**config.mk**
```make
export PLATFORM = sky130hd
export DESIGN_NAME = motor_current_stall_supervisor
export DESIGN_NICKNAME = d
export VERILOG_FILES = /design/src/include/mcss_pkg.sv /design/src/rtl/tick_gen.sv /design/src/rtl/persist_timer.sv /design/src/rtl/motor_current_stall_supervisor.sv
export VERILOG_INCLUDE_DIRS = /design/src /design/src/include
export SDC_FILE = /design/constraint.sdc
export NUM_CORES = 1
export LEC_CHECK = 0
export ABC_AREA = 1
export BUFFER_PORTS_ARGS = -buffer_cell sky130_fd_sc_hd__buf_2
export CORE_ASPECT_RATIO = 1.25
export CORE_MARGIN = 5
export CORE_UTILIZATION = 30
export CTS_CLUSTER_DIAMETER = 120
export DETAILED_ROUTE_END_ITERATION = 7
export SETUP_SLACK_MARGIN = 0.02
export SLEW_MARGIN = 20
export SYNTH_ARGS = -nofsm -noshare
export SYNTH_HDL_FRONTEND = slang
export SYNTH_HIERARCHICAL = 1
export SYNTH_SLANG_ARGS = --single-unit
```
**constraint.sdc**
```tcl
create_clock -name i_clk -period 32.4 [get_ports i_clk]
set_input_delay 3.24 -clock i_clk [delete_from_list [all_inputs] [get_ports i_clk]]
set_output_delay 3.24 -clock i_clk [all_outputs]
set_load 0.01 [all_outputs]
```
**src/include/mcss_regs.svh**
```systemverilog
// named constants for the motor current and stall supervisor
// assumes: included by bare name from the supervisor rtl file only; the package does not include it
`ifndef MCSS_REGS_SVH
`define MCSS_REGS_SVH

// =====================================================================
// clock and time bases
`define MCSS_CLK_PERIOD_PS     32'd5000
`define MCSS_SECOND_PS         64'd1000000000000
`define MCSS_CUTBACK_STEP_MS   32'd100
`define MCSS_MS_PS             64'd1000000000

// =====================================================================
// setting ranges
`define MCSS_STALL_SPEED_MAX   8'hff
`define MCSS_PCT_MAX           7'h64
`define MCSS_STALL_TMO_MIN     6'h10
`define MCSS_STALL_TMO_MAX     6'h20
`define MCSS_MAX_CUR_TIME_MAX  7'h78
`define MCSS_AUTO_PCT_MIN      6'h05
`define MCSS_AUTO_PCT_MAX      6'h32
`define MCSS_SCALER_MIN_V      5'h14
`define MCSS_SCALER_MAX_V      5'h1b
`define MCSS_RES_MAX_MOHM      10'h320

// =====================================================================
// rated current ceilings per hardware variant, amps
`define MCSS_VAR_A_CEIL        7'h2d
`define MCSS_VAR_B_CEIL        7'h46
`define MCSS_VAR_C_CEIL        7'h23

// =====================================================================
// arithmetic helpers
`define MCSS_FRAC_BITS         8
`define MCSS_VOLT_TO_DV        9'h00a
`define MCSS_PCT_DIV           22'h000064

`endif

```
**src/include/mcss_pkg.sv**
```systemverilog
// types shared by the motor current and stall supervisor
// assumes: constants come from mcss_regs.svh
package mcss_pkg;

    // =================================================================
    // hardware variants, each with its own rated current ceiling
    typedef enum logic [1:0]
    {
        VAR_A = 2'h0,
        VAR_B = 2'h1,
        VAR_C = 2'h2
    } variant_t;

    // =================================================================
    // programmable settings, held by software outside this block
    typedef struct packed
    {
        logic [7:0] stall_speed;      // estimator units, 0..255
        logic [6:0] stall_duty_pct;   // percent
        logic [5:0] stall_timeout_s;  // seconds, 16..32
        logic [6:0] max_cur_time_s;   // seconds, 0..120
        logic [6:0] cutback_gain_pct; // percent
        variant_t   variant;
        logic [6:0] rated_current_a;  // amps
        logic [5:0] autotest_pct;     // percent of main limit, 5..50
        logic [4:0] speed_scaler_v;   // volts, 20..27
        logic [9:0] sys_res_mohm;     // milliohms, 0..800
    } cfg_t;

    // =================================================================
    // live drive measurements from same-clock logic
    typedef struct packed
    {
        logic [7:0] est_speed;
        logic [6:0] duty_pct;
        logic       at_main_limit;
        logic [6:0] main_limit_a;
        logic       autotest;
        logic [8:0] batt_dv;          // battery, tenths of a volt
    } drive_t;

    // =================================================================
    // supervisor outputs
    typedef struct packed
    {
        logic [6:0] cur_limit_a;
        logic       cutback;
        logic [8:0] motor_v_cap_dv;
        logic [9:0] res_mohm;
        logic       stall_fault;
    } status_t;

endpackage : mcss_pkg

```
**src/rtl/tick_gen.sv**
```systemverilog
// periodic one-cycle tick from a free-running divider
// assumes: a single clock, asynchronous active-high reset
`timescale 1ns/10ps
`default_nettype none

module tick_gen
#(
    parameter int unsigned PERIOD = 200000000,
    parameter int unsigned W      = 28
)
(
    // clock and reset
    input  wire logic i_clk,
    input  wire logic i_rst,
    // tick
    output logic      o_tick
);

    localparam logic [W-1:0] LAST = W'(PERIOD - 1);

    logic [W-1:0] cnt_reg;
    logic [W-1:0] cnt_next;
    logic         wrap;

    // wrap at the end of each period
    assign wrap     = (cnt_reg == LAST);
    assign cnt_next = wrap ? '0 : cnt_reg + 1'b1;

    // divider counter and registered tick
    always_ff @(posedge i_clk or posedge i_rst)
    begin
        if (i_rst)
        begin
            cnt_reg <= '0;
            o_tick  <= 1'b0;
        end
        else
        begin
            cnt_reg <= cnt_next;
            o_tick  <= wrap;
        end
    end

endmodule : tick_gen

`default_nettype wire

```
**src/rtl/persist_timer.sv**
```systemverilog
// seconds counter that runs while a condition holds
// assumes: i_tick is a one-cycle pulse from the same clock
`timescale 1ns/10ps
`default_nettype none

module persist_timer
#(
    parameter int unsigned W = 8
)
(
    // clock and reset
    input  wire logic         i_clk,
    input  wire logic         i_rst,
    // condition and time base
    input  wire logic         i_run,
    input  wire logic         i_tick,
    // elapsed whole ticks, saturating
    output logic [W-1:0]      o_count
);

    logic [W-1:0] cnt_next;
    logic         sat;

    // saturate so a long condition never wraps back to zero
    assign sat      = &o_count;
    assign cnt_next = !i_run ? '0
                    : (i_tick && !sat) ? o_count + 1'b1
                    : o_count;

    // count register, cleared as soon as the condition drops
    always_ff @(posedge i_clk or posedge i_rst)
    begin
        if (i_rst)
            o_count <= '0;
        else
            o_count <= cnt_next;
    end

endmodule : persist_timer

`default_nettype wire

```
**src/rtl/motor_current_stall_supervisor.sv**
```systemverilog
// motor current cutback, voltage cap and stall fault supervisor
// assumes: settings and measurements come from logic on i_clk,
// settings stay steady while the drive is running
`timescale 1ns/10ps
`default_nettype none
`include "mcss_regs.svh"

// Operation
// - stall fault when speed and duty both low beyond the timeout
// - stall speed setting 0..255 compared with estimated speed
// - stall duty setting 0..100 percent compared with present duty
// - stall timeout 16..32 seconds sets required persistence
// - time running at main limit, allow at most 0..120 seconds
// - after expiry ramp limit toward rated current at gain rate
// - rated current ceiling 45, 70 or 35 amps by variant
// - during resistance test limit current to 5..50 percent of main
// - cap applied motor voltage at 20..27 volts
// - hold 0..800 milliohm resistance for compensation and estimate
module motor_current_stall_supervisor
#(
    parameter int unsigned CYCLES_PER_SEC =
        int'(`MCSS_SECOND_PS / 64'(`MCSS_CLK_PERIOD_PS)),
    parameter int unsigned CYCLES_PER_STEP =
        int'((64'(`MCSS_CUTBACK_STEP_MS) * `MCSS_MS_PS)
             / 64'(`MCSS_CLK_PERIOD_PS)),
    parameter int unsigned TIMER_W = 8
)
(
    // clock and reset
    input  wire logic             i_clk,
    input  wire logic             i_rst,
    // settings and live measurements
    input  wire mcss_pkg::cfg_t   i_cfg,
    input  wire mcss_pkg::drive_t i_drive,
    // stall fault acknowledge, one-cycle pulse
    input  wire logic             i_fault_clr,
    // supervisor results
    output mcss_pkg::status_t     o_status
);

    // fraction bits of the internal limit, so that a small gain still
    // moves the ramp; whole amps alone would round every step to zero
    localparam int FB = `MCSS_FRAC_BITS;

    // =================================================================
    // time bases
    // both dividers free-run from reset, so any timed span carries up
    // to one tick of phase error: whole seconds are the resolution
    logic sec_tick;
    logic step_tick;

    // one tick a second for both persistence timers
    tick_gen
    #(
        .PERIOD (CYCLES_PER_SEC),
        .W      ($clog2(CYCLES_PER_SEC + 1))
    )
    u_sec_tick
    (
        .i_clk  (i_clk),
        .i_rst  (i_rst),
        .o_tick (sec_tick)
    );

    // cutback ramp step interval
    tick_gen
    #(
        .PERIOD (CYCLES_PER_STEP),
        .W      ($clog2(CYCLES_PER_STEP + 1))
    )
    u_step_tick
    (
        .i_clk  (i_clk),
        .i_rst  (i_rst),
        .o_tick (step_tick)
    );

    // =================================================================
    // setting clamps, so an out-of-range value cannot upset the math
    // clamping beats rejecting: a bad setting still gives a safe,
    // bounded behaviour instead of a stuck or wrapped comparison
    logic [6:0] duty_th;
    logic [5:0] stall_tmo;
    logic [6:0] max_time;
    logic [6:0] gain;
    logic [6:0] rated_ceil;
    logic [6:0] rated_a;
    logic [5:0] auto_pct;
    logic [4:0] scaler_v;
    logic [9:0] res_mohm;

    assign duty_th = (i_cfg.stall_duty_pct > `MCSS_PCT_MAX)
                   ? `MCSS_PCT_MAX : i_cfg.stall_duty_pct;
    assign stall_tmo = (i_cfg.stall_timeout_s < `MCSS_STALL_TMO_MIN)
                     ? `MCSS_STALL_TMO_MIN
                     : (i_cfg.stall_timeout_s > `MCSS_STALL_TMO_MAX)
                     ? `MCSS_STALL_TMO_MAX : i_cfg.stall_timeout_s;
    assign max_time = (i_cfg.max_cur_time_s > `MCSS_MAX_CUR_TIME_MAX)
                    ? `MCSS_MAX_CUR_TIME_MAX : i_cfg.max_cur_time_s;
    assign gain = (i_cfg.cutback_gain_pct > `MCSS_PCT_MAX)
                ? `MCSS_PCT_MAX : i_cfg.cutback_gain_pct;
    // the spare variant code falls back to the first ceiling
    // variant ceiling
    assign rated_ceil = (i_cfg.variant == mcss_pkg::VAR_B) ? `MCSS_VAR_B_CEIL
                      : (i_cfg.variant == mcss_pkg::VAR_C) ? `MCSS_VAR_C_CEIL
                      : `MCSS_VAR_A_CEIL;
    assign rated_a = (i_cfg.rated_current_a > rated_ceil)
                   ? rated_ceil : i_cfg.rated_current_a;
    assign auto_pct = (i_cfg.autotest_pct < `MCSS_AUTO_PCT_MIN)
                    ? `MCSS_AUTO_PCT_MIN
                    : (i_cfg.autotest_pct > `MCSS_AUTO_PCT_MAX)
                    ? `MCSS_AUTO_PCT_MAX : i_cfg.autotest_pct;
    assign scaler_v = (i_cfg.speed_scaler_v < `MCSS_SCALER_MIN_V)
                    ? `MCSS_SCALER_MIN_V
                    : (i_cfg.speed_scaler_v > `MCSS_SCALER_MAX_V)
                    ? `MCSS_SCALER_MAX_V : i_cfg.speed_scaler_v;
    assign res_mohm = (i_cfg.sys_res_mohm > `MCSS_RES_MAX_MOHM)
                    ? `MCSS_RES_MAX_MOHM : i_cfg.sys_res_mohm;

    // =================================================================
    // stall detection
    logic               speed_low;
    logic               duty_low;
    logic               stall_cond;
    logic [TIMER_W-1:0] stall_secs;
    logic               stall_event;
    logic               fault_reg;
    logic               fault_next;

    // strict compares: a speed or duty equal to its threshold is not
    // low, so it breaks the stall run and restarts the timer
    // speed comparison
    assign speed_low  = (i_drive.est_speed < i_cfg.stall_speed);
    assign duty_low   = (i_drive.duty_pct < duty_th);
    assign stall_cond = speed_low && duty_low;

    persist_timer
    #(
        .W       (TIMER_W)
    )
    u_stall_timer
    (
        .i_clk   (i_clk),
        .i_rst   (i_rst),
        .i_run   (stall_cond),
        .i_tick  (sec_tick),
        .o_count (stall_secs)
    );

    // the count only steps on a tick, so the fault lands between the
    // timeout and one second past it, never before
    // strictly longer than the timeout
    assign stall_event = stall_cond
                       && (stall_secs > TIMER_W'(stall_tmo));
    // sticky fault, a new event beats a clear
    assign fault_next  = stall_event || (fault_reg && !i_fault_clr);

    // =================================================================
    // time at main current limit
    logic [TIMER_W-1:0] limit_secs;
    logic               time_expired;

    // leaving the main limit for one cycle restarts the allowance
    // count seconds spent at main limit
    persist_timer
    #(
        .W       (TIMER_W)
    )
    u_limit_timer
    (
        .i_clk   (i_clk),
        .i_rst   (i_rst),
        .i_run   (i_drive.at_main_limit),
        .i_tick  (sec_tick),
        .o_count (limit_secs)
    );

    // a zero setting expires at once, so cutback follows the first
    // cycle at the main limit
    // allowed duration used up
    assign time_expired = (limit_secs >= TIMER_W'(max_time));

    // =================================================================
    // cutback of the current limit, fixed point with FB fraction bits
    logic [6+FB:0]  main_fx;
    logic [6+FB:0]  rated_fx;
    logic [6+FB:0]  lim_reg;
    logic [6+FB:0]  lim_next;
    logic [6+FB:0]  lim_diff;
    logic [21:0]    dec_prod;
    logic [6+FB:0]  dec_step;
    logic [6+FB:0]  floor_fx;
    logic           cut_reg;
    logic           cut_next;
    logic           cut_start;
    logic           over_main;
    logic [6+FB:0]  lim_step;

    // both limits in one fixed point, whole amps in the top bits
    assign main_fx  = {i_drive.main_limit_a, FB'(0)};
    assign rated_fx = {rated_a, FB'(0)};
    // never cut below rated, nor hold above the present main limit
    assign floor_fx = (rated_fx < main_fx) ? rated_fx : main_fx;
    assign lim_diff = (lim_reg > floor_fx) ? lim_reg - floor_fx : '0;
    assign dec_prod = (22'(lim_diff) * 22'(gain)) / `MCSS_PCT_DIV;
    // a nonzero gain always makes progress, even for a tiny gap
    assign dec_step = (gain != '0 && dec_prod == '0 && lim_diff != '0)
                    ? (7+FB)'(1) : dec_prod[6+FB:0];

    // cutback holds until the main limit falls to the ramp, so a short
    // release of the limit flag does not snap the current back up
    // ramp down after expiry, end cutback once the main limit falls to the ramp
    assign cut_next = time_expired && i_drive.at_main_limit
                    ? 1'b1
                    : (lim_reg >= main_fx) ? 1'b0 : cut_reg;
    // the first cycle of cutback loads the main limit, so the ramp never
    // starts from what the register held before, such as zero after reset
    assign cut_start = cut_next && !cut_reg;
    // a main limit lowered under the ramp takes over at once
    assign over_main = (lim_reg > main_fx);
    // one ramp step per step tick, held in between
    assign lim_step  = step_tick ? lim_reg - dec_step : lim_reg;
    assign lim_next  = (!cut_next || cut_start || over_main) ? main_fx
                     : lim_step;

    // =================================================================
    // resistance test limit and voltage cap
    logic [12:0] auto_prod;
    logic [6:0]  auto_lim_a;
    logic [6:0]  run_lim_a;
    logic [6:0]  lim_out_a;
    logic [8:0]  scaler_dv;
    logic [8:0]  v_cap_dv;

    // while testing the ramp is bypassed; the test limit is far lower
    // fraction of the main limit while testing
    assign auto_prod  = (13'(i_drive.main_limit_a) * 13'(auto_pct))
                      / 13'(`MCSS_PCT_MAX);
    assign auto_lim_a = auto_prod[6:0];
    assign run_lim_a  = lim_reg[6+FB:FB];
    assign lim_out_a  = i_drive.autotest ? auto_lim_a : run_lim_a;

    // the cap is a ceiling only: a battery below it passes unchanged,
    // which keeps top speed steady across the charge above the cap
    // smaller of battery and scaler voltage
    assign scaler_dv = 9'(scaler_v) * `MCSS_VOLT_TO_DV;
    assign v_cap_dv  = (i_drive.batt_dv < scaler_dv)
                     ? i_drive.batt_dv : scaler_dv;

    // =================================================================
    // state registers
    // every state register clears on reset; the limit reloads from the
    // main limit on the first edge after release
    always_ff @(posedge i_clk or posedge i_rst)
    begin
        if (i_rst)
        begin
            fault_reg <= 1'b0;
            lim_reg   <= '0;
            cut_reg   <= 1'b0;
        end
        else
        begin
            fault_reg <= fault_next;
            lim_reg   <= lim_next;
            cut_reg   <= cut_next;
        end
    end

    // =================================================================
    // registered outputs: cap, resistance and test limit one cycle behind their inputs; fault, cutback and ramp limit two
    // registering every field keeps glitches of the clamps and products
    // off the status pins
    always_ff @(posedge i_clk or posedge i_rst)
    begin
        if (i_rst)
            o_status <= '0;
        else
        begin
            o_status.cur_limit_a    <= lim_out_a;
            o_status.cutback        <= cut_reg;
            o_status.motor_v_cap_dv <= v_cap_dv;
            o_status.res_mohm       <= res_mohm;
            o_status.stall_fault    <= fault_reg;
        end
    end

endmodule : motor_current_stall_supervisor

`default_nettype wire

```
# [Word-level counts from Yosys, hierarchy flattened]
# Cells that the tools add are included.
[word_totals] wordCells=102 regBits=116 input_bits=101 output_inout_bits=28
[op_classes] div=2 add_sub_neg=6 muxes=28 mul=3 reduce_logical=23 n_lt_le_gt_ge=20 n_eq_ne=6
[ops] op="$mux W15" count=5
[ops] op="$mux W7" count=6
[ops] op="$mux W8" count=4
[ops] op="$gt A15 B15 Y1" count=2
[ops] op="$sub A15 B15 Y15" count=2
[ops] op="$add A28 B1 Y28 const B" count=1
[ops] op="$eq A28 B28 Y1 const B" count=1
[ops] op="$mux W28" count=1
[ops] op="$add A25 B1 Y25 const B" count=1
[ops] op="$eq A25 B25 Y1 const B" count=1
[ops] op="$mux W25" count=1
[ops] op="$mux W6" count=4
[ops] op="$div A22 B7 Y22 const B" count=1
[ops] op="$logic_not A22 Y1" count=1
[ops] op="$mul A15 B7 Y22" count=1
[ops] op="$gt A7 B7 Y1 const B" count=3
[ops] op="$add A8 B1 Y8 const B" count=2
[ops] op="$reduce_and A8 Y1" count=2
[ops] op="$ge A15 B15 Y1" count=1
[ops] op="$lt A15 B15 Y1" count=1
[ops] op="$reduce_bool A15 Y1" count=1
[ops] op="$div A13 B7 Y13 const B" count=1
[ops] op="$mul A7 B6 Y13" count=1
[ops] op="$gt A6 B6 Y1 const B" count=2
[ops] op="other kinds (25)" count=42

# [Logic depth before layout (Yosys ltp)]
# Gate-level depths: netlist of the first run.
[logic_depth] depth_word=18 mapped_depth=155 depth_no_buf=154

# [Cells and area by module]
# The synthesis of the first run kept the hierarchy.
[by_module_without_submodules] module="motor_current_stall_supervisor" n_inst=1 area_each_um2=12211.7 cells_per_inst=1833
[by_module_without_submodules] module="tick_gen (u_sec_tick)" n_inst=1 area_each_um2=1715.4 cells_per_inst=238
[by_module_without_submodules] module="tick_gen (u_step_tick)" n_inst=1 area_each_um2=1546.5 cells_per_inst=227
[by_module_without_submodules] module="persist_timer" n_inst=2 area_each_um2=546.8 cells_per_inst=78

# [Worst setup path before layout of the first run]
# No wires, ideal clock.
[synth_timing] path_kind="in2reg" start="input i_cfg[29] (netlist name)" end="register lim_reg[14]" setup_ns=0.124 setup_slack_ns=13.720 n_path_buf=2 required_ns=32.276 stages=127 arrival_ns=18.556 path_cell_list="inv_1 -> ha_1 -> inv_1 -> ha_1 -> nand2_1 -> nor2_1 -> a311oi_1 -> nand2_1 -> nand2_1 -> inv_1 -> o21ai_0 -> inv_1 -> ha_1 -> nand2_1 -> o211ai_1 -> clkbuf_1 -> o21ai_0 -> ha_1 -> [91 not listed] -> and2_1 -> inv_1 -> a21oi_1 -> o21ai_0 -> a21oi_1 -> o21bai_1 -> a21oi_1 -> inv_1 -> a21oi_1 -> inv_1 -> nand3_1 -> nand2_1 -> nand2_1 -> nand2_1 -> a21oi_1 -> xor2_1 -> nand2_1 -> nand3_1"
[synth_via] elab_chain_cells=18 word_cells_on_any_way=21 cone_classes="add/sub (2); mul (1); div (1); order compare (3); eq/ne (2); mux (8); reduce/logical (4)"
[synth_lines] element="from (decl)" line="motor_current_stall_supervisor.sv:33" rtl="input wire mcss_pkg::cfg_t i_cfg,"
[synth_lines] element="$eq A2 B2 Y1" line="motor_current_stall_supervisor.sv:105" rtl=": (i_cfg.variant == mcss_pkg::VAR_C) ? `MCSS_VAR_C_CEIL"
[synth_lines] element="$mux W4 (no line)"
[synth_lines] element="$mux W7 (no line) *"
[synth_lines] element="$gt A7 B7 Y1" line="motor_current_stall_supervisor.sv:107" rtl="assign rated_a = (i_cfg.rated_current_a > rated_ceil)"
[synth_lines] element="$mux W7 *" line="motor_current_stall_supervisor.sv:108" rtl="? rated_ceil : i_cfg.rated_current_a;"
[synth_lines] element="$lt A15 B15 Y1" line="motor_current_stall_supervisor.sv:203" rtl="assign floor_fx = (rated_fx < main_fx) ? rated_fx : main_fx;"
[synth_lines] element="$mux W15 *" line="motor_current_stall_supervisor.sv:203"
[synth_lines] element="$sub A15 B15 Y15 / $gt A15 B15 Y1 (equally long branches)" line="motor_current_stall_supervisor.sv:204" rtl="assign lim_diff = (lim_reg > floor_fx) ? lim_reg - floor_fx : '0;"
[synth_lines] element="$mux W15 *" line="motor_current_stall_supervisor.sv:204"
[synth_lines] element="$mul A15 B7 Y22" line="motor_current_stall_supervisor.sv:205" rtl="assign dec_prod = (22'(lim_diff) * 22'(gain)) / `MCSS_PCT_DIV;"
[synth_lines] element="$div A22 B7 Y22 (no line)"
[synth_lines] element="$logic_not A22 Y1" line="motor_current_stall_supervisor.sv:207" rtl="assign dec_step = (gain != '0 && dec_prod == '0 && lim_diff != '0)"
[synth_lines] element="$logic_and A1 B1 Y1 (2 in a row)" line="motor_current_stall_supervisor.sv:207"
[synth_lines] element="$mux W15 *" line="motor_current_stall_supervisor.sv:208" rtl="? (7+FB)'(1) : dec_prod[6+FB:0];"
[synth_lines] element="$sub A15 B15 Y15 *" line="motor_current_stall_supervisor.sv:222" rtl="assign lim_step = step_tick ? lim_reg - dec_step : lim_reg;"
[synth_lines] element="$mux W15 *" line="motor_current_stall_supervisor.sv:222"
[synth_lines] element="$mux W15 *" line="motor_current_stall_supervisor.sv:223" rtl="assign lim_next = (!cut_next || cut_start || over_main) ? main_fx"
[synth_lines] element="to (signal assigned)" line="motor_current_stall_supervisor.sv:265" rtl="lim_reg <= lim_next;"
[synth_lines] element="to (decl)" line="motor_current_stall_supervisor.sv:187" rtl="logic [6+FB:0] lim_reg;"
# Every way passes the cells marked *; elsewhere a longest branch is shown, timed or not. The select of a mux whose other input is x is not followed.
# A chain may end at the register's enable or synchronous reset.

# [Final worst setup path of the first run]
# Ends and elaborated chain as after synthesis.

==> results.md, run 1 <==
- #FFs+latches synth: approximately 120
- Setup WS pre-CTS: 11.17 ns
- Count of different cell masters after synthesis: 57
- # diodes: 0
- CP arrival: roughly 21 ns
- Wire per inst: 12.4 um
- Worst Skew: approximately 0.012 ns
- Hold Crit Class: flip-flop to flip-flop
- Layout cells sized above 1: 14.9%
- Die W: 220 um
- Hold buffers post-CTS: 0
- Area grow syn2layout: 12.7%
- Post-route DRC: 0
- Cells after Synth: 2454
- Vias in the first global route: approximately 15k
- Critical Path Max Stage Delay: around 0.64 ns
- Placement Rows: 96
- Final setup violating endpoints: 0
- Final worst slack: ~12 ns
- Final GP Congestion: approximately 0.87
- Crit-path max FO: 14
- Initial antenna violation count: 0
- Final wirelength: between 40000 and 50000 um
- Result of the run: completed
- CTS resizes: 0
- Area leader, netlist: dfrtp_1
- CP Launch Type: primary input
- Worst skew pair latency: roughly 0.42 ns
- Final nets: between 2k and 3k
- RSZ-0062 raised after global routing: false
- Worst path most repeated cell: nand2_1
- Post-route setup TNS: 0 ns
- CTS Sinks: roughly 120
- Final Cycle Share: between 60% and 70%
- Drt pass-1 iters: 5
- Clk buf depth: 2
- Dpl hpwl: ~35000 um
- CTS tree: yes
- Register area share after synthesis: 17.5%
- Least-Margin Pin Slew: about 0.9 ns
- Synth Flop Type: dfrtp_1
- Synth Net Count: between 2k and 3k
- Io pins: approximately 130
- Global-route usage over all layers: 13.9%
- Fillers: around 6k
- Nature of the critical path endpoint: flip-flop
- WP data required: around 33 ns
- Post-synth top area share: ~18%
- Critical-path top delay cell: o211ai_1
- Global-route wire length before repair: approximately 70000 um
- Hold Fails Final Rpt: 0
- Starting Density: 30.2%
- Core Box Area: 0.0548 mm2
- H-tree Lvls: 4
- TritonCTS Buffers: 17
- Die Height: 273 um
- Max_cap viols: 0
- Synth cell count leaders: 607 x nand2_1, 404 x inv_1, 314 x nor2_1, 150 x nand3_1, 147 x ha_1
- Slew Viols, Final: 0
- Synth area leaders: dfrtp_1 18%, nand2_1 14%, ha_1 11%, fa_1 11%, inv_1 9.2%
- DIE AREA: 0.0601 mm2
- CP Class: primary input to flip-flop
- Vias per cell: around 4.6
- Vias: roughly 15k
- Achievable Freq: roughly 0.048 GHz
- Slew margin rel.: about two fifths
- DRT antenna net count: 0
- Clk slew on worst S/H paths: 0.06 ns
- Post-route minimum period: ~21 ns
- Asr flop ratio synth: 100%
- Postcts setup bufs: 0
- Largest net degree at the start of global routing: 46
- Clock root cell: clkbuf_16
- Overflow after GRT: 0
- Synthesis Warnings: 6
- Mapped Area: 0.0166 mm2
- Number of buffers added on ports: 128
- Iter 0 DRT Violations: 779
- Post-Syn Area per Cell: 6.75 um2
- Post-synth EDFFs: 0
- Top-count cell post-synth: nand2_1
-- layer usage --
metal | track usage [%] | vias up | share of wire, %
met5 | 0 | - | 0
met4 | 3.19 | 0 | 2.0
met3 | 1.70 | 39 | 2.1
met2 | 25.3 | 175 | 51
met1 | 17.3 | 6986 | 45
li1 | - | 7980 | -
-- logic make-up (layout without fill, tap and decap cells) --
logic type               after synthesis  in the layout  synth area share [%]
AO/OA/AOI/OAI                        236            236                  8.40
adder cells (fa/ha/maj)              235            235                  21.7
buffers and inverters                468            611                  10.7
flip-flops                           116            116                  17.5
AND/OR/NAND/NOR                     1331           1331                  38.0
multiplexers                           1              1                0.0680
XOR/XNOR                              66             66                  3.49
other                                  1              1                0.0226
-- metrics by stage --
stage                     area (um2)  cells  util, %  hold WS [ns]
after floorplan                16600   2454        -         0.354
after global placement         18000   3299     33.0         0.363
after detailed placement       18100   3300     33.0         0.371
after CTS                      18700   3332     34.1         0.388
after global routing           18700   3332     34.1         0.398
final                          18700   3332     34.1         0.385
-- worst max-delay path, delay by kind of cell --
| kind | cells | cell delay, ns |
|---|---|---|
| buffers and inverters | 18 | 1.45 |
| and+or+nand+nor | 78 | 8.23 |
| xor gates and xnor gates | 1 | 0.14 |
| AOI/OAI and AO/OA | 20 | 4.02 |
| adders and majority gates | 11 | 4.07 |
-- cells in the final DEF (no fill, tap or decap), types with 46 or more instances in the layout --
cell type  Yosys  layout
buf_2          2     128
nand3_1      150     150
dfrtp_1      116     116
inv_1        404     402
xor2_1        46      46
o21ai_0       62      62
nand2_1      607     607
nand2_2       56      56
nor2_1       314     314
ha_1         147     147
fa_1          88      88
a21oi_1       91      91
-- area by class of cell --
| type | count | area [um2] | area share [%] |
|---|---|---|---|
| Sequential cell | 116 | 2900 | 15.6 |
| Multi-Input combinational cell | 1870 | 11900 | 63.7 |
| Tap cell | 735 | 920 | 4.93 |
| Clock buffer | 21 | 480 | 2.57 |
| Timing Repair Buffer | 131 | 663 | 3.55 |
| Clock inverter | 11 | 125 | 0.670 |
| Inverter | 448 | 1680 | 9.02 |
-- worst paths after layout --
kind / startpoint / to / slack (ns) / cells past startpoint
max in group asynchronous: i_rst / lim_reg[4]$_DFFE_PP0P_ / 28.82 / 2
max: i_cfg[29] / lim_reg[14]$_DFFE_PP0P_ / 11.52 / 128
min in group asynchronous: i_rst / u_limit_timer/o_count[5]$_DFFE_PP0P_ / 2.87 / 2
min reg2reg: fault_reg$_DFF_PP0_ / o_status[0]$_DFF_PP0_ / 0.38 / 0
min: fault_reg$_DFF_PP0_ / o_status[0]$_DFF_PP0_ / 0.38 / 0
max reg2reg: lim_reg[10]$_DFFE_PP0P_ / lim_reg[14]$_DFFE_PP0P_ / 16.81 / 111
Power of run 1 is left out: the tool's default activity adds up to more than one toggle a clock period on the data nets, which glitch-free logic cannot reach.
==> run 2, diff against run 1 <==
Settings changed: ABC_AREA 1 to 0.
Clock period 32.4 ns to 18.5 ns, I/O delays scaled along.
==> run 2 against run 1 <==
Net effect: the flow now finishes with violations (negative setup slack); count of clock-buffer cells in the layout down 2; critical path depth down 17; synthesized area up 0.91%; hold slack better by 0.0034 ns; setup slack worse by 15 ns; critical endpoint unchanged; first-iteration DRC count up 24%; die area up 0.88%; non-clock buffer count up 475; register-to-register slack worse by 16 ns; global-route usage up 3.5 points; synthesized cell count down 18%.
==> results.md, run 2 <==
- Commonest non-fill, non-tap cells in the layout: 458 x buf_4, 186 x nor2_1, 176 x nand2_1 (was 607 x nand2_1, 402 x inv_1, 314 x nor2_1)
- Post-route minimum period: ~22 ns
- Dpl hpwl: 43300 um (was 35100 um)
- Post-synthesis adder-cell area fraction: 21.7% (about the same)
- Clk buf depth: 2 (unchanged)
- Final setup violating endpoints: 15 (was 0)
- Area grow syn2layout: 42.6% (was 12.7%)
- Vias in the first global route: 18.0k (was 14.8k)
- Slew Viols, Final: 0 (unchanged)
- Final wirelength: 54300 um (was 41500 um)
- Result of the run: finished, violations left (was completed)
- Cells after Synth: 2024 (was 2454)
- Achievable Freq: ~0.046 GHz
- CP Class: primary input to flip-flop (unchanged)
- H-tree Lvls: 4 (unchanged)
- Post-route DRC: 0 (unchanged)
- Area occupied by registers: 0.00290 mm2 (unchanged)
- Slew margin rel.: 37.8% (was 41.3%)
- Vias per cell: 5.22 (was 4.56)
- Global-route usage over all layers: 17.4% (was 13.9%)
- CTS tree: yes (unchanged)
- Worst path most repeated cell: a21o_1 (was nand2_1)
- Global-route wire length before repair: 88800 um (was 70000 um)
- Io pins: 129 (unchanged)
- Iter 0 DRT Violations: 964 (was 779)
- Footprint of the multi-input gates: 0.0144 mm2 (was 0.0119 mm2)
- DRT antenna net count: 0 (unchanged)
- Critical-path top delay cell: fa_1 (was o211ai_1)
- Synth Flop Type: dfrtp_1 (unchanged)
- Post-route setup TNS: -35.15 ns (was 0 ns)
- Drt pass-1 iters: 5 (unchanged)
- Post-synth top area share: 17.4% (was 17.5%)
- Die Height: 274 um (was 273 um)
- Vias: 17.4k (was 15.2k)
- TritonCTS Buffers: 17 (unchanged)
- Initial antenna violation count: 1 (was 0)
- Synth area leaders: dfrtp_1 17%, ha_1 11%, fa_1 11%, nor2_1 4.5%, nand2_1 4.3% (was dfrtp_1 18%, nand2_1 14%, ha_1 11%, fa_1 11%, inv_1 9.2%)
- Post-synth EDFFs: 0 (unchanged)
- Least-Margin Pin Slew: 0.928 ns (was 0.879 ns)
- CTS Sinks: 116 (unchanged)
- Area leader, netlist: dfrtp_1 (unchanged)
- Top-count cell post-synth: nor2_1 (was nand2_1)
- Mapped Area: 0.0167 mm2 (was 0.0166 mm2)
- Synth Net Count: 2360 (was 2790)
- Worst skew pair latency: 0.43 ns (was 0.42 ns)
- Final Cycle Share: 118%
- XOR/XNOR share of the synthesized area: 6.21% (was 3.49%)
- Hold Crit Class: flip-flop to flip-flop (unchanged)
- Asr flop ratio synth: 100% (unchanged)
- Clk slew on worst S/H paths: 0.06 ns (about the same)
- Core Box Area: 0.0550 mm2 (was 0.0548 mm2)
- Count of different cell masters after synthesis: 135 (was 57)
- Hold buffers post-CTS: 0 (unchanged)
- Final worst slack: -3.34 ns (was 11.52 ns)
- CP arrival: 22.13 ns (was 21.19 ns)
- Compound-Gate Fraction of Synth Area: 22.5% (was 8.40%)
- # diodes: 0 (unchanged)
- Die W: 221 um (was 220 um)
- Critical Path Max Stage Delay: 0.57 ns (was 0.64 ns)
- Most common cell after layout, fill and taps aside: buf_4 (was nand2_1)
- Overflow after GRT: 0 (unchanged)
- Fillers: 5467 (was 5978)
- Post-Syn Area per Cell: 8.26 um2 (was 6.75 um2)
- Post-synthesis mux area share: 2.64% (was 0.0680%)
- CP Launch Type: primary input (unchanged)
- Max_cap viols: 0 (unchanged)
- Placement Rows: 96 (unchanged)
- Synthesis Warnings: 6 (unchanged)
- #FFs+latches synth: 116 (unchanged)
- Simple-gate portion of the synthesized area: 24.3% (was 38.0%)
- Number of buffers added on ports: 128 (unchanged)
- Largest family of logic cells by synthesized area: simple AND/OR/NAND/NOR gates (unchanged)
- WP data required: 18.79 ns (was 32.70 ns)
- Hold Fails Final Rpt: 0 (unchanged)
- Layout cells sized above 1: 36.1% (was 14.9%)
- Starting Density: 30.4% (was 30.2%)
- Synth cell count leaders: 199 x nor2_1, 193 x nand2_1, 151 x inv_1, 147 x ha_1, 116 x dfrtp_1 (was 607 x nand2_1, 404 x inv_1, 314 x nor2_1, 150 x nand3_1, 147 x ha_1)
- Register area share after synthesis: 17.4% (was 17.5%)
- Crit-path max FO: 8 (was 14)
- DIE AREA: 0.0606 mm2 (was 0.0601 mm2)
- Wire per inst: 16.3 um (was 12.4 um)
- Worst Skew: 0.0103 ns (was 0.0121 ns)
- Final GP Congestion: 0.924 (was 0.874)
- Largest net degree at the start of global routing: 46 (unchanged)
- Failing checks: negative setup slack
- Nature of the critical path endpoint: flip-flop (unchanged)
- Clock root cell: clkbuf_16 (unchanged)
- RSZ-0062 raised after global routing: true (was false)
- Final nets: 2927 (was 2920)
[run 2: kinds of logic after synthesis]
kind of cell / after synthesis
flops: 116
buf+inv: 214
compound gates: 518
simple gates: 781
mux: 43
fa+ha+maj: 238
other cells: 1
xor+xnor: 113
[run 2: worst paths after layout]
path	start	to	slack (ns)	depth (start not counted)
min reg2reg	fault_reg$_DFF_PP0_	o_status[0]$_DFF_PP0_	0.39	0
max	i_cfg[28]	lim_reg[14]$_DFFE_PP0P_	-3.34	111
max in group asynchronous	i_rst	o_status[22]$_DFF_PP0_	16.33	2
min in group asynchronous	i_rst	u_limit_timer/o_count[0]$_DFFE_PP0P_	1.42	2
max reg2reg	lim_reg[1]$_DFFE_PP0P_	lim_reg[14]$_DFFE_PP0P_	0.82	85
min	fault_reg$_DFF_PP0_	o_status[0]$_DFF_PP0_	0.39	0
[run 2: metal layers]
metal / vias to the layer above / routed length, um / GRT usage [%]
met3: 97 / 1750 / 2.25
met4: 2 / 1470 / 5.76
met2: 387 / 28400 / 32.7
met5: - / 18 / 0
li1: 8426 / - / -
met1: 8514 / 22700 / 20.3
[run 2: critical path, delay by kind of cell]
kind                     cells  cell delay, ns
AO/OA/AOI/OAI               56            9.76
XOR/XNOR                     3            0.57
adder cells (fa/ha/maj)     11            3.74
buffers and inverters       17            2.43
multiplexers                 2            0.48
AND/OR/NAND/NOR             22            3.25
[run 2: final cells by class]
| class | instances | area share [%] |
|---|---|---|
| tap | 735 | 3.86 |
| timing repair buffer | 606 | 18.4 |
| multi-input combinational | 1694 | 60.3 |
| inverter | 156 | 2.55 |
| clock inverter | 13 | 0.761 |
| sequential | 116 | 12.2 |
| clock buffer | 19 | 1.90 |
[run 2: per-stage QoR]
step | instances | hold slack, ns | cell area [um2] | util (%) | setup slack [ns]
global placement | 3244 | 0.373 | 21600 | 39.2 | -3.94
detailed placement | 3244 | 0.372 | 21600 | 39.2 | -4.35
finish | 3339 | 0.388 | 23800 | 43.3 | -3.34
floorplan | 2024 | 0.354 | 17200 | - | -2.90
CTS | 3313 | 0.386 | 23000 | 41.7 | -3.22
global route | 3339 | 0.406 | 23800 | 43.3 | -4.34
[run 2: repair_timing]
action	CTS	global route
pin swaps	54	98
gates resized for setup	94	129
setup buffers	37	24
setup endpoints to repair	15	15
gates cloned	0	2
Power of run 2 is left out for the same reason.
==> run 3, diff against run 2 <==
Settings changed: CAP_MARGIN from default to 30.
Clock period 18.5 ns to 24 ns, I/O delays scaled along.
==> run 3 against run 2 <==
Net effect: final cell count shrank 9.9%; the run now ends clean; highest routed layer is now met4; first-iteration DRC count is 16% higher; via count fell by 6.7%; critical path depth down 1; core utilization is 6.1 points lower; setup slack improved by 4.3 ns; non-clock buffer count fell by 329; design area down 14%; critical path type unchanged; hold slack better by 0.0075 ns; flip-flop and latch count stayed put.
==> results.md, run 3 (synthesis results as in run 2) <==
- Result of the run: completed (was finished, violations left)
- Iter 0 DRT Violations: 1122 (was 964)
- Slew margin rel.: 29.6% (was 37.8%)
- Crit-path max FO: 30 (was 8)
- Clock root cell: clkbuf_16 (unchanged)
- Dominant delay contributor by cell family on the critical path: compound AO/OA/AOI/OAI gates (unchanged)
- Hold Fails Final Rpt: 0 (unchanged)
- Slew Viols, Final: 0 (unchanged)
- Wire per inst: 16.9 um (was 16.3 um)
- Clk buf depth: 2 (unchanged)
- Fillers: 5752 (was 5467)
- Global-route wire length before repair: 82200 um (was 88800 um)
- DRT antenna net count: 0 (unchanged)
- Critical-path top delay cell: or4_4 (was fa_1)
- Largest net degree at the start of global routing: 31 (was 46)
- Design area: 0.0205 mm2 (was 0.0238 mm2)
- Final nets: 2598 (was 2927)
- Critical Path Max Stage Delay: 0.60 ns (was 0.57 ns)
- Final GP Congestion: 0.934 (was 0.924)
- Dpl hpwl: 41100 um (was 43300 um)
- Achievable Freq: between 0.04 and 0.05 GHz
- CTS tree: yes (unchanged)
- Area grow syn2layout: 22.6% (was 42.6%)
- Final setup violating endpoints: 0 (was 15)
- Max_cap viols: 0 (unchanged)
- CP arrival: 23.32 ns (was 22.13 ns)
- H-tree Lvls: 4 (unchanged)
- Layout cells sized above 1: 23.0% (was 36.1%)
- Hold buffers post-CTS: 0 (unchanged)
- Die W: 221 um (unchanged)
- Final Cycle Share: between 90% and 100%
- Most common cell after layout, fill and taps aside: nor2_1 (was buf_4)
- Commonest non-fill, non-tap cells in the layout: 198 x nor2_1, 183 x nand2_1, 150 x inv_1 (was 458 x buf_4, 186 x nor2_1, 176 x nand2_1)
- Global-route usage over all layers: 16.0% (was 17.4%)
- Post-route DRC: 0 (unchanged)
- Clk slew on worst S/H paths: 0.06 ns (about the same)
- Post-route minimum period: 23.06 ns
- Least-Margin Pin Slew: 1.05 ns (was 0.928 ns)
- DIE AREA: 0.0606 mm2 (unchanged)
- Nature of the critical path endpoint: flip-flop (unchanged)
- Worst Skew: 0.00852 ns (was 0.0103 ns)
- Io pins: 129 (unchanged)
- Vias per cell: 5.40 (was 5.22)
- CTS Sinks: 116 (unchanged)
- Die Height: 274 um (unchanged)
- Placement Rows: 96 (unchanged)
- Worst path most repeated cell: a21o_1 (unchanged)
- CP Class: primary input to flip-flop (unchanged)
- WP data required: 24.27 ns (was 18.79 ns)
- TritonCTS Buffers: 17 (unchanged)
- Vias in the first global route: 16.3k (was 18.0k)
- Initial antenna violation count: 1 (unchanged)
- Dpl cell area: 0.0190 mm2 (was 0.0216 mm2)
- CP Launch Type: primary input (unchanged)
- Vias: 16.3k (was 17.4k)
- Hold Crit Class: flip-flop to flip-flop (unchanged)
- Final wirelength: 50900 um (was 54300 um)
- Drt pass-1 iters: 5 (unchanged)
- Starting Density: 30.4% (unchanged)
- Core Box Area: 0.0550 mm2 (unchanged)
- Crit path buf inv count: 16 (was 17)
- Worst skew pair latency: 0.42 ns (was 0.43 ns)
- Number of buffers added on ports: 128 (unchanged)
- Overflow after GRT: 0 (unchanged)
-- run 3: changes by cell type in the layout (fill, tap and decap cells not counted), sizes merged --
cell,delta
buf,-327
bufinv,-3
clkbuf,-2
clkinv,-3
clkinvlp,+1
diode,+1
inv,+4
-- run 3: stage by stage --
stage               setup TNS [ns]  cells  setup WS [ns]  utilization (%)  hold WS (ns)
global placement            -0.193   2947         -0.193             34.4         0.369
global route                -0.118   3009         -0.118             37.2         0.413
floorplan                        0   2024           1.04                -         0.354
CTS                              0   2983         0.0737             35.6         0.398
detailed placement           -1.10   2951         -0.678             34.5         0.370
finish                           0   3010          0.942             37.3         0.396
-- run 3: worst paths after layout --
check	from	end	slack, ns	depth (start not counted)
setup / recovery	i_cfg[28]	lim_reg[14]$_DFFE_PP0P_	0.94	110
hold / removal	fault_reg$_DFF_PP0_	o_status[0]$_DFF_PP0_	0.40	0
min in group asynchronous	i_rst	u_limit_timer/o_count[7]$_DFFE_PP0P_	1.96	2
max in group asynchronous	i_rst	u_step_tick/cnt_reg[7]$_DFF_PP0_	21.45	3
hold reg to reg	fault_reg$_DFF_PP0_	o_status[0]$_DFF_PP0_	0.40	0
setup reg to reg	lim_reg[1]$_DFFE_PP0P_	lim_reg[14]$_DFFE_PP0P_	5.74	85
-- run 3: area by class of cell --
| class | instances | area, um2 | share of cell area (%) |
|---|---|---|---|
| Timing Repair Buffer | 277 | 1810 | 8.85 |
| Multi-Input combinational cell | 1694 | 13700 | 66.9 |
| Inverter | 156 | 596 | 2.91 |
| Tap cell | 735 | 920 | 4.49 |
| Antenna cell | 1 | 2.50 | 0.0122 |
| Clock buffer | 19 | 443 | 2.16 |
| Clock inverter | 12 | 108 | 0.525 |
| Sequential cell | 116 | 2900 | 14.2 |
-- run 3: metal layers --
metal	track usage, %	part of all wire (%)	routed length, um
met1	19.5	42	21500
met2	29.5	51	26100
met3	1.91	4.0	2040
met4	5.00	2.5	1270
met5	0	0	0
-- run 3: timing repair --
action | 4_1_cts | 5_1_grt
pin swaps | 1 | 50
cloned | 0 | 0
setup endpoints to repair | 1 | 10
buffers inserted | 1 | 25
gates resized for setup | 12 | 151
Power of run 3 is left out for the same reason.
